## src/logic/cpm_pkg.sv

```systemverilog
/*
 * Shared constants and types of the control register map and its pointer.
 * Assumes one clock domain and a byte-wide register interface.
 */
package cpm_pkg;

	// ******************************************************************
	// Widths and depths
	// ******************************************************************
	localparam int ADDR_W     = 7;
	localparam int DATA_W     = 8;
	localparam int AUTO_BIT   = 7;
	localparam int BUF_DEPTH  = 24;
	localparam int BUF_IDX_W  = 5;
	localparam int SUBQ_DEPTH = 10;
	localparam int SUBQ_IDX_W = 4;
	localparam int CTRL_COUNT = 19;
	localparam int CTRL_IDX_W = 5;
	localparam int ID_W       = 4;

	typedef logic [DATA_W-1:0] cpm_byte_t;
	typedef logic [ADDR_W-1:0] cpm_addr_t;

	// ******************************************************************
	// Reset values and bit masks
	// ******************************************************************
	localparam cpm_byte_t PTR_RESET  = 8'h01;
	localparam cpm_byte_t REG_RESET  = 8'h00;
	localparam cpm_byte_t ZERO_BYTE  = 8'h00;
	localparam cpm_byte_t ALL_BITS   = 8'hff;
	localparam cpm_byte_t LOW7_BITS  = 8'h7f;
	localparam cpm_byte_t LOW6_BITS  = 8'h3f;
	localparam cpm_byte_t LOW5_BITS  = 8'h1f;

	// ******************************************************************
	// Register addresses
	// ******************************************************************
	localparam cpm_addr_t A_RSV_LOW    = 7'h00;
	localparam cpm_addr_t A_MISC1      = 7'h01;
	localparam cpm_addr_t A_MISC2      = 7'h02;
	localparam cpm_addr_t A_ROUTE      = 7'h03;
	localparam cpm_addr_t A_CLKSEL     = 7'h04;
	localparam cpm_addr_t A_SIN_FMT    = 7'h05;
	localparam cpm_addr_t A_SOUT_FMT   = 7'h06;
	localparam cpm_addr_t A_EVT1       = 7'h07;
	localparam cpm_addr_t A_EVT2       = 7'h08;
	localparam cpm_addr_t A_EMASK1     = 7'h09;
	localparam cpm_addr_t A_ETRIG1_HI  = 7'h0a;
	localparam cpm_addr_t A_ETRIG1_LO  = 7'h0b;
	localparam cpm_addr_t A_EMASK2     = 7'h0c;
	localparam cpm_addr_t A_ETRIG2_HI  = 7'h0d;
	localparam cpm_addr_t A_ETRIG2_LO  = 7'h0e;
	localparam cpm_addr_t A_RX_STATUS  = 7'h0f;
	localparam cpm_addr_t A_RX_ERR     = 7'h10;
	localparam cpm_addr_t A_RX_EMASK   = 7'h11;
	localparam cpm_addr_t A_STBUF_CTL  = 7'h12;
	localparam cpm_addr_t A_UBUF_CTL   = 7'h13;
	localparam cpm_addr_t A_SUBQ_FIRST = 7'h14;
	localparam cpm_addr_t A_SUBQ_LAST  = 7'h1d;
	localparam cpm_addr_t A_RATIO      = 7'h1e;
	localparam cpm_addr_t A_RSV_MID    = 7'h1f;
	localparam cpm_addr_t A_BUF_FIRST  = 7'h20;
	localparam cpm_addr_t A_BUF_LAST   = 7'h37;
	localparam cpm_addr_t A_RSV_HIGH   = 7'h38;
	localparam cpm_addr_t A_RSV_TOP    = 7'h7e;
	localparam cpm_addr_t A_ID         = 7'h7f;

	// Bits that exist in each control-range register; the rest read zero
	function automatic cpm_byte_t cpm_valid_bits(input cpm_addr_t a);
		case (a)
			A_CLKSEL, A_RX_ERR, A_RX_EMASK:          return LOW7_BITS;
			A_EVT2, A_EMASK2, A_ETRIG2_HI,
			A_ETRIG2_LO, A_STBUF_CTL:                return LOW6_BITS;
			A_UBUF_CTL:                              return LOW5_BITS;
			default:                                 return ALL_BITS;
		endcase
	endfunction : cpm_valid_bits

	// Control-range registers that the host may write
	function automatic logic cpm_writable(input cpm_addr_t a);
		case (a)
			A_MISC1, A_MISC2, A_ROUTE, A_CLKSEL, A_SIN_FMT, A_SOUT_FMT,
			A_EMASK1, A_ETRIG1_HI, A_ETRIG1_LO, A_EMASK2, A_ETRIG2_HI,
			A_ETRIG2_LO, A_RX_EMASK, A_STBUF_CTL, A_UBUF_CTL: return 1'b1;
			default:                                          return 1'b0;
		endcase
	endfunction : cpm_writable

endpackage : cpm_pkg

```

## src/logic/cpm_ptr_if.sv

```systemverilog
/*
 * Carrier between the register map and its pointer unit.
 * Assumes both ends run on the same clock.
 */
`timescale 1ns/1ns
interface cpm_ptr_if;
	import cpm_pkg::*;

	logic      load;
	cpm_byte_t load_value;
	logic      xfer;
	cpm_byte_t value;

	modport owner (input load, input load_value, input xfer, output value);
	modport user  (output load, output load_value, output xfer, input value);
endinterface : cpm_ptr_if

```

## src/logic/cpm_pointer.sv

```systemverilog
/*
 * Register pointer: auto-step flag over a seven-bit register address.
 * Assumes the map raises xfer for one cycle per data byte moved.
 */
`timescale 1ns/1ns
module cpm_pointer
	import cpm_pkg::*;
(
	input  wire logic clock_in,
	input  wire logic sys_rst_in,
	cpm_ptr_if.owner  ptr_bus
);

	// ******************************************************************
	// Pointer register
	// ******************************************************************
	cpm_byte_t value_ff;
	cpm_byte_t nxt_value;
	logic      auto_step_flag;
	cpm_addr_t pointer_address_field;
	cpm_addr_t stepped_address;

	assign auto_step_flag        = value_ff[AUTO_BIT];
	assign pointer_address_field = value_ff[ADDR_W-1:0];
	assign stepped_address       = cpm_addr_t'(pointer_address_field + 1'b1);
	// Held when the flag is clear, one up per byte when it is set
	assign nxt_value = ptr_bus.load ? ptr_bus.load_value :
		(ptr_bus.xfer && auto_step_flag) ?
		{auto_step_flag, stepped_address} :
		value_ff;

	always_ff @(posedge clock_in) begin
		if (sys_rst_in) begin
			value_ff <= PTR_RESET;
		end else begin
			value_ff <= nxt_value;
		end
	end

	assign ptr_bus.value = value_ff;
endmodule : cpm_pointer

```

## src/logic/cpm_regmap.sv

```systemverilog
/*
 * Control register bank reached through an auto-stepping register pointer.
 * Assumes a serial control port front end on the same clock that delivers
 * one pointer byte, then data bytes, as single-cycle strobes, and core
 * logic on the same clock that supplies the read-only status values.
 */
`timescale 1ns/1ns

module cpm_regmap
	import cpm_pkg::*;
#(
	parameter logic [ID_W-1:0] ID_CODE      = 4'h5, // Arbitrary value
	parameter logic [ID_W-1:0] VERSION_CODE = 4'h1  // Arbitrary value
) (
	input  wire logic                    clock_in,
	input  wire logic                    sys_rst_in,
	// Byte strobes from the control port front end
	input  wire logic                    ptr_wr_in,
	input  wire logic                    data_wr_in,
	input  wire logic                    data_rd_in,
	input  wire cpm_byte_t               wr_byte_in,
	output      cpm_byte_t               rd_data_out,
	output      logic                    rd_valid_out,
	output      cpm_byte_t               pointer_out,
	output      logic                    rsv_hit_out,
	// Status values from the core
	input  wire cpm_byte_t               event_flags_one_in,
	input  wire cpm_byte_t               event_flags_two_in,
	input  wire cpm_byte_t               received_status_bits_in,
	input  wire cpm_byte_t               receive_error_flags_in,
	input  wire cpm_byte_t [SUBQ_DEPTH-1:0] subcode_bytes_in,
	input  wire cpm_byte_t               rate_ratio_in,
	// Control values to the core
	output      cpm_byte_t [CTRL_COUNT:1] control_regs_out,
	// Core access to the status/user buffer
	input  wire logic                    core_buf_we_in,
	input  wire logic [BUF_IDX_W-1:0]    core_buf_wr_idx_in,
	input  wire cpm_byte_t               core_buf_wr_data_in,
	input  wire logic [BUF_IDX_W-1:0]    core_buf_rd_idx_in,
	output      cpm_byte_t               core_buf_rd_data_out
);

	// ******************************************************************
	// Pointer
	// ******************************************************************
	cpm_ptr_if ptr_bus ();

	logic      host_wr;
	logic      rd_req;
	cpm_addr_t addr;

	// Pointer byte wins; a write wins over a read in the same cycle
	assign host_wr = data_wr_in && !ptr_wr_in;
	assign rd_req  = data_rd_in && !ptr_wr_in && !data_wr_in;

	assign ptr_bus.load       = ptr_wr_in;
	assign ptr_bus.load_value = wr_byte_in;
	assign ptr_bus.xfer       = host_wr || rd_req;

	cpm_pointer u_pointer (
		.clock_in   (clock_in),
		.sys_rst_in (sys_rst_in),
		.ptr_bus    (ptr_bus)
	);

	assign addr        = ptr_bus.value[ADDR_W-1:0];
	assign pointer_out = ptr_bus.value;

	// ******************************************************************
	// Address decode
	// ******************************************************************
	logic                  is_ctrl;
	logic                  is_subq;
	logic                  is_buf;
	logic                  is_rsv;
	logic                  ctrl_rw;
	logic                  ctrl_we;
	logic                  buf_we;
	cpm_byte_t             vbits;
	cpm_addr_t             ctrl_off;
	cpm_addr_t             subq_off;
	cpm_addr_t             buf_off;
	logic [CTRL_IDX_W-1:0] ctrl_idx;
	logic [SUBQ_IDX_W-1:0] subq_idx;
	logic [BUF_IDX_W-1:0]  buf_idx;

	assign is_ctrl = (addr >= A_MISC1) && (addr <= A_UBUF_CTL);
	assign is_subq = (addr >= A_SUBQ_FIRST) && (addr <= A_SUBQ_LAST);
	assign is_buf  = (addr >= A_BUF_FIRST) && (addr <= A_BUF_LAST);
	assign is_rsv  = (addr == A_RSV_LOW) || (addr == A_RSV_MID) ||
		((addr >= A_RSV_HIGH) && (addr <= A_RSV_TOP));

	assign ctrl_rw  = is_ctrl && cpm_writable(addr);
	assign vbits    = cpm_valid_bits(addr);
	assign ctrl_off = addr;
	assign subq_off = cpm_addr_t'(addr - A_SUBQ_FIRST);
	assign buf_off  = cpm_addr_t'(addr - A_BUF_FIRST);
	assign ctrl_idx = ctrl_off[CTRL_IDX_W-1:0];
	assign subq_idx = subq_off[SUBQ_IDX_W-1:0];
	assign buf_idx  = buf_off[BUF_IDX_W-1:0];

	// Reserved and read-only targets never take a write
	assign ctrl_we = host_wr && ctrl_rw;
	assign buf_we  = host_wr && is_buf;

	// ******************************************************************
	// Control registers
	// ******************************************************************
	cpm_byte_t [CTRL_COUNT:1] ctrl_ff;
	cpm_byte_t                nxt_ctrl_byte;
	cpm_byte_t                ctrl_sel;

	assign ctrl_sel      = is_ctrl ? ctrl_ff[ctrl_idx] : ZERO_BYTE;
	assign nxt_ctrl_byte = (wr_byte_in & vbits) | (ctrl_sel & ~vbits);

	always_ff @(posedge clock_in) begin
		if (sys_rst_in) begin
			ctrl_ff <= {CTRL_COUNT{REG_RESET}};
		end else if (ctrl_we) begin
			ctrl_ff[ctrl_idx] <= nxt_ctrl_byte;
		end
	end

	assign control_regs_out = ctrl_ff;

	// ******************************************************************
	// Status/user buffer
	// ******************************************************************
	cpm_byte_t buf_mem_ff [BUF_DEPTH];
	cpm_byte_t core_rd_ff;
	cpm_byte_t buf_sel;
	logic      core_wr_ok;
	logic      host_buf_hit;

	assign core_wr_ok   = core_buf_we_in && (core_buf_wr_idx_in < BUF_DEPTH);
	// The core's update of the same byte wins over the host's
	assign host_buf_hit = buf_we &&
		!(core_wr_ok && (core_buf_wr_idx_in == buf_idx));
	assign buf_sel      = is_buf ? buf_mem_ff[buf_idx] : ZERO_BYTE;

	always_ff @(posedge clock_in) begin
		if (sys_rst_in) begin
			for (int i = 0; i < BUF_DEPTH; i++) begin
				buf_mem_ff[i] <= REG_RESET;
			end
		end else begin
			if (host_buf_hit) begin
				buf_mem_ff[buf_idx] <= wr_byte_in;
			end
			if (core_wr_ok) begin
				buf_mem_ff[core_buf_wr_idx_in] <= core_buf_wr_data_in;
			end
		end
	end

	always_ff @(posedge clock_in) begin
		if (sys_rst_in) begin
			core_rd_ff <= ZERO_BYTE;
		end else if (core_buf_rd_idx_in < BUF_DEPTH) begin
			core_rd_ff <= buf_mem_ff[core_buf_rd_idx_in];
		end else begin
			core_rd_ff <= ZERO_BYTE;
		end
	end

	assign core_buf_rd_data_out = core_rd_ff;

	// ******************************************************************
	// Read path
	// ******************************************************************
	cpm_byte_t subq_sel;
	cpm_byte_t ident_byte;
	cpm_byte_t rd_mux;
	cpm_byte_t rd_data_ff;
	logic      rd_valid_ff;
	logic      rsv_hit_ff;

	assign subq_sel   = is_subq ? subcode_bytes_in[subq_idx] : ZERO_BYTE;
	assign ident_byte = {ID_CODE, VERSION_CODE};

	assign rd_mux =
		ctrl_rw                    ? ctrl_sel & vbits :
		(addr == A_EVT1)           ? event_flags_one_in & vbits :
		(addr == A_EVT2)           ? event_flags_two_in & vbits :
		(addr == A_RX_STATUS)      ? received_status_bits_in & vbits :
		(addr == A_RX_ERR)         ? receive_error_flags_in & vbits :
		is_subq                    ? subq_sel :
		(addr == A_RATIO)          ? rate_ratio_in :
		is_buf                     ? buf_sel :
		(addr == A_ID)             ? ident_byte :
		ZERO_BYTE;

	always_ff @(posedge clock_in) begin
		if (sys_rst_in) begin
			rd_data_ff  <= ZERO_BYTE;
			rd_valid_ff <= 1'b0;
			rsv_hit_ff  <= 1'b0;
		end else begin
			if (rd_req) begin
				rd_data_ff <= rd_mux;
			end
			rd_valid_ff <= rd_req;
			rsv_hit_ff  <= host_wr && is_rsv;
		end
	end

	assign rd_data_out  = rd_data_ff;
	assign rd_valid_out = rd_valid_ff;
	assign rsv_hit_out  = rsv_hit_ff;
endmodule : cpm_regmap

```

## config.mk

```make
export PLATFORM = sky130hd
export DESIGN_NAME = cpm_regmap
export DESIGN_NICKNAME = d
export VERILOG_FILES = /design/src/logic/cpm_pkg.sv /design/src/logic/cpm_ptr_if.sv /design/src/logic/cpm_pointer.sv /design/src/logic/cpm_regmap.sv
export SDC_FILE = /design/constraint.sdc
export NUM_CORES = 1
export LEC_CHECK = 0
export BUFFER_PORTS_ARGS = -buffer_cell sky130_fd_sc_hd__buf_2
export CAP_MARGIN = 10
export CORE_UTILIZATION = 53
export DETAILED_ROUTE_END_ITERATION = 10
export HOLD_SLACK_MARGIN = 0.06
export MAX_ROUTING_LAYER = met4
export PLACE_DENSITY = 0.77
export SLEW_MARGIN = 20
export SYNTH_ARGS = -nofsm -noshare
export SYNTH_HDL_FRONTEND = slang
export SYNTH_SLANG_ARGS = --single-unit
export TNS_END_PERCENT = 30
```

## constraint.sdc

```tcl
create_clock -name clock_in -period 2.9 [get_ports clock_in]
set_input_delay 0.87 -clock clock_in [delete_from_list [all_inputs] [get_ports clock_in]]
set_output_delay 0.87 -clock clock_in [all_outputs]
set_load 0.03 [all_outputs]
```

Yosys cells after proc, flatten, opt, wreduce, memory -nomap -nowiden:

Memory sizes are Yosys's and may differ from the RTL's. A register that Yosys moved wholly into a read port is not among the register bits.
Index checks and enable logic that the tools add are counted.

* register bits after elaboration: 170
* bits in writable memories: 192
* bits in read-only memories: 128
* bits of input ports: 152
* output and inout bits: 178
* logic and storage cells: 128
* memories kept: 3

* add/subtract/negate cells: 3
* magnitude comparators: 13
* equality and inequality tests: 8
* muxes and demuxes: 39
* bitwise logic cells: 10
* reductions and logical operators: 28

Memory list
* buf_mem_ff: depth 24, width 8, read ports 2, clocked after memory_dff 1, wr ports 24, RTL line cpm_regmap.sv:129 `cpm_byte_t buf_mem_ff [BUF_DEPTH];`
* (no name shown): depth 32, width 3, read ports 1, clocked after memory_dff 1, wr ports 0, RTL line cpm_pkg.sv:70 `case (a)`
* (no name shown): depth 32, width 1, read ports 1, clocked after memory_dff 1, wr ports 0, RTL line cpm_pkg.sv:81 `case (a)`

Operator list (number)
* $bwmux 152: 1
* $mux 8: 16
* $and 8x8->8: 7
* $bmux 8 s5: 1
* $demux 8 s5: 1
* $bmux 8 s4: 1
* $mux 5: 6
* $eq 7x5->1 const B: 3
* $logic_and 1x1->1: 16
* $reduce_or 8->1: 2
* $eq 7x4->1 const B: 2
* $ge 7x6->1 const B: 2
* $le 7x5->1 const B: 2
* $mux 7: 2
* $mux 1: 11
* $lt 5x5->1 const B: 2
* $not 8->8: 1
* $or 8x8->8: 1
* $add 7x1->7 const B: 1
* $eq 7x3->1 const B: 1
* $eq 7x7->1 const B: 1
* $ge 7x1->1 const B: 1
* $ge 7x5->1 const B: 1
* $le 7x6->1 const B: 1
* other kinds (14): 18

Longest topological paths before layout:

* depth in word-level cells: 10
* gate-level depth with buffers: 15
* mapped depth without buffers: 9

Hierarchy:

A second synthesis with hierarchy kept.

* cells, all modules: 1880
* area, all modules: 22804.4 µm²

By module, submodules not included
* cpm_regmap: times used 1, cells each 1832, area an instance 22397.7 µm²
* cpm_pointer: times used 1, cells each 48, area an instance 406.6 µm²

Worst setup path before layout:

Ideal clock, no wire load.

* path type: flip-flop to flip-flop
* start: register u_pointer.value_ff[1], in the netlist u_pointer.ptr_bus.value[1]
* end: register ctrl_ff (netlist bit control_regs_out[150])
* setup time: 0.128 ns
* data arrival time: 3.071 ns
* required time: 2.772 ns
* slack: -0.299 ns
* cell stages (with the launch flop): 16
* path through: dfxtp_1 > buf_4 > buf_2 > buf_2 > buf_2 > inv_1 > ha_1 > a211o_1 > o221ai_1 > buf_6 > nor3b_2 > nand2_1 > buf_4 > nor2_4 > mux2i_1 > nor2_1

* word-level cells in the longest chain between the ends: 6
* elaborated cells on any way between the ends: 16

Ends and longest elaborated chain
* start, declared: RTL line cpm_pointer.sv:17 `cpm_byte_t value_ff;`
* start signal, assigned: RTL line cpm_pointer.sv:36 `value_ff <= nxt_value;`
* $bmux 8 s5 (tied with other cells): RTL line cpm_regmap.sv:113 `assign ctrl_sel = is_ctrl ? ctrl_ff[ctrl_idx] : ZERO_BYTE;`
* $mux 8 (implied by the code) or $logic_and 1x1->1 (tied branches): RTL line cpm_regmap.sv:113, cpm_regmap.sv:87
* $mux 8: RTL line cpm_regmap.sv:113
* $and 8x8->8: RTL line cpm_regmap.sv:114 `assign nxt_ctrl_byte = (wr_byte_in & vbits) | (ctrl_sel & ~vbits);`
* $or 8x8->8: RTL line cpm_regmap.sv:114
* $bwmux 152: RTL line cpm_regmap.sv:120 `ctrl_ff[ctrl_idx] <= nxt_ctrl_byte;`
* end signal, assigned: RTL line cpm_regmap.sv:118 `ctrl_ff <= {CTRL_COUNT{REG_RESET}};`
* end signal, assigned by index: RTL line cpm_regmap.sv:120
* end, declared: RTL line cpm_regmap.sv:109 `cpm_byte_t [CTRL_COUNT:1] ctrl_ff;`

Several ways; a longest one is shown, not always the timed one. The select of a mux whose other input is x is not followed.
A chain may end at the register's enable or synchronous reset.

==> flow_summary.yaml <==
placement:
  dp_hpwl_um: 62700
  routabilityCongestion: 1.03
  placed_area_mm2: 0.0268
  dp_cells: 2869
  portBuffers: 329
logic_synthesis:
  synth-compound-area-share_pct: 14.4
  synth_mux_area_share_pct: 21.5
  synth_top_area_share_pct: 32.1
  yosys.area_share.simple_pct: 10.9
  seq_area_frac_synth_pct: 47.7
  yosysWarnings: 0
  synth_edf_count: 256
  synthAdderAreaFrac_pct: 0.460
  synth_top_area_cell: "edfxtp_1"
  syn_inst: 2017
  yosys.area_share.xor_xnor_pct: 0.366
  syn_avg_cell_area_um2: 11.9
  synth_area_mm2: 0.0240
  synth_nets: 2177
  ys_async_sr_fraction_pct: 0
  ys_ff_latch: 443
  synth_ff_type: "edfxtp_1"
  synth_top_family_by_area: "multiplexers"
  synth.area.top_cells: "edfxtp_1 (32%), dfxtp_1 (16%), mux4_2 (15%)"
  yosysUniqueCellTypes: 78
global_route:
  grt_max_degree: 179
  antenna_found_initial: 6
  grt_use_total_pct: 38.7
  grt-ovfl-total: 0
  grt_pass1_vias: 19347
  grt_pass1_wl_um: 128000
drt:
  dr.first_iter.drc_count: 2996
  ant_nets: 0
  drc: 0
  vias: 20182
  drt-wirelength-per-cell_um: 29.6
  drt-total-wl_um: 87700
  viasPerCell: 6.80
  first_pass_iters: 6
setup_path:
  cp_max_fo: 16
  worstSetupPathType: "flop to flop"
  arrival_ns: 3.27
  crit_path_max_incr_delay_ns: 0.47
  cp.buffers_inverters: 1
  cp_slowest_cell: "dfxtp_2"
  cpMostUsedCell: "nand2_1"
  rrSetupSlack_ns: 0.08
  endpoint_kind: "flop"
  start_kind: "flop"
  required_ns: 3.35
  critPathTopFamily: "simple AND/OR/NAND/NOR gates"
  crit_chain: "ha_1, nand2_1, nand2_1, o21ai_1, nor3_2, nand2_1, buf_12, nor3_2, a22o_1"
clock_tree:
  clkLatencyLatePin_ns: 0.61
  cts_tree: "built"
  numCtsBuffers: 47
  clkTransAtPathRegs_ns: 0.06
  clock_tree.buffer_depth: 3
  cts-htree-levels: 2
  cts-root-buf: "clkbuf_16"
  ctsHoldBuffers: 0
  cts.sinks: 443
timing:
  rsz0062_at_grt: "no"
  post-route-period-util_pct: 97.2
  slew_headroom_pct: 34.7
  clock_skew_ns: 0.0224
  slew_violations: 0
  setup_viol: 0
  fin_crit_ns: 2.82
  max_freq_mhz: 355
  tightest_slew_ns: 0.979
  hold_viol: 0
job:
  maxCapViolCount: 0
cells_and_area:
  fin_area_mm2: 0.0285
  drive_gt1_share_pct: 35.3
  finalNonFillerCells: 2966
  areaGrowthSynthToFinish_pct: 18.8
  n_fill_cell: 3379
  final_net_count: 2490
die:
  coreArea_mm2: 0.0444
  die_w_um: 215
  ios: 330
  dieHeight_um: 215
  dieArea_mm2: 0.0460
  num_rows: 77
  start_util_pct: 53.9
power:
  p_leak_nw: 10.8
  ir_worst_vdd_uv: 425
  power_density_mw_per_mm2: 531
run_status:
  status: "finished, final reports clean"
worst_hold_path:
  hold_path.class: "flop to flop"
final cells by class:
cell class                 instances  area (um^2)  area share (%)
clock buffer                      70         1370            4.81
clock inverter                    17          231           0.813
tap                              592          741            2.60
inverter                          16         60.1           0.211
sequential                       443        11400            40.2
multi-input combinational       1314        11400            40.2
timing repair buffer             508         3160            11.1
antenna                            6         15.0          0.0527
metal layers:
layer  up-vias  GRT usage [%]  wire (um)
li1       8392              -          -
met1      9912           50.0      32200
met2      1608           58.9      40200
met3       270           7.87      10800
met4         0           17.8       4500
met5         -              -          0
worst min-delay path, stage by stage (launching register included):
cell     delay, ns
dfxtp_1       0.32
o21ai_0       0.07
a21oi_1       0.06
worst paths after layout:
path                                                 start                    end  cells past startpoint
worst max-delay path            u_pointer.ptr_bus.value[2]       buf_mem_ff[1][1]                      9
worst min-delay path                 control_regs_out[144]  control_regs_out[144]                      2
worst max register to register  u_pointer.ptr_bus.value[2]       buf_mem_ff[1][1]                      9
worst min register to register       control_regs_out[144]  control_regs_out[144]                      2
where the power goes:
part | switching, mW | total (mW) | internal, mW
clock | 2.62 | 6.26 | 3.65
sequential | 0.146 | 6.92 | 6.78
combinational | 1.18 | 1.92 | 0.741
total | 3.94 | 15.1 | 11.2
Yosys cell counts, types with 29 or more instances:
master / count
a22o_1: 193
nor2_1: 260
mux2i_1: 128
a211oi_1: 41
clkbuf_1: 179
mux4_2: 157
dfxtp_1: 187
nand2_1: 88
o21ai_0: 67
buf_2: 29
edfxtp_1: 256
a21oi_1: 47
flip-flops by register name, summed over array words and instances (netlist names), named ones only:
name and flops:
rd_valid_out 1, core_buf_rd_data_out 8, u_pointer.ptr_bus.value 8, buf_mem_ff 256, rd_data_out 8, rsv_hit_out 1
control_regs_out 152
kinds of logic (layout without fill, tap and decap cells):
kind of cell	Yosys count	in the layout
buffers and inverters	260	611
multiplexers	312	312
XOR/XNOR	10	10
flip-flops	443	443
other	0	6
AO/OA/AOI/OAI	459	459
adder cells (fa/ha/maj)	9	9
AND/OR/NAND/NOR	524	524
stage by stage:
stage                     total power [mW]  setup TNS [ns]  utilization [%]  setup slack [ns]  hold WS, ns
after floorplan                       8.14           -3.76                -           -0.0784        0.455
after global placement                8.87         -0.0768             60.3           -0.0474        0.474
after detailed placement              8.90          -0.296             60.3           -0.0502        0.484
after CTS                             15.0               0             64.0            0.0933        0.498
after global routing                  15.4               0             64.1           0.00572        0.526
final                                 15.1               0             64.1            0.0826        0.501
cells in the final DEF (no fill, tap or decap), types with 48 or more instances in the layout:
cell type  instances
nand2_1           88
o21ai_0           49
mux2i_1          128
dfxtp_1          181
a22o_1           193
nor2_1           260
mux4_2           157
clkbuf_16         48
buf_2            328
buf_4            166
edfxtp_1         256
what timing repair did:
action	4_1_cts	5_1_grt
gates cloned	0	0
buffers inserted	4	0
pin swaps	0	0
endpoints found under the setup margin	1	6
resized for setup	0	5
No activity file was read; power rests on OpenSTA's default activity.
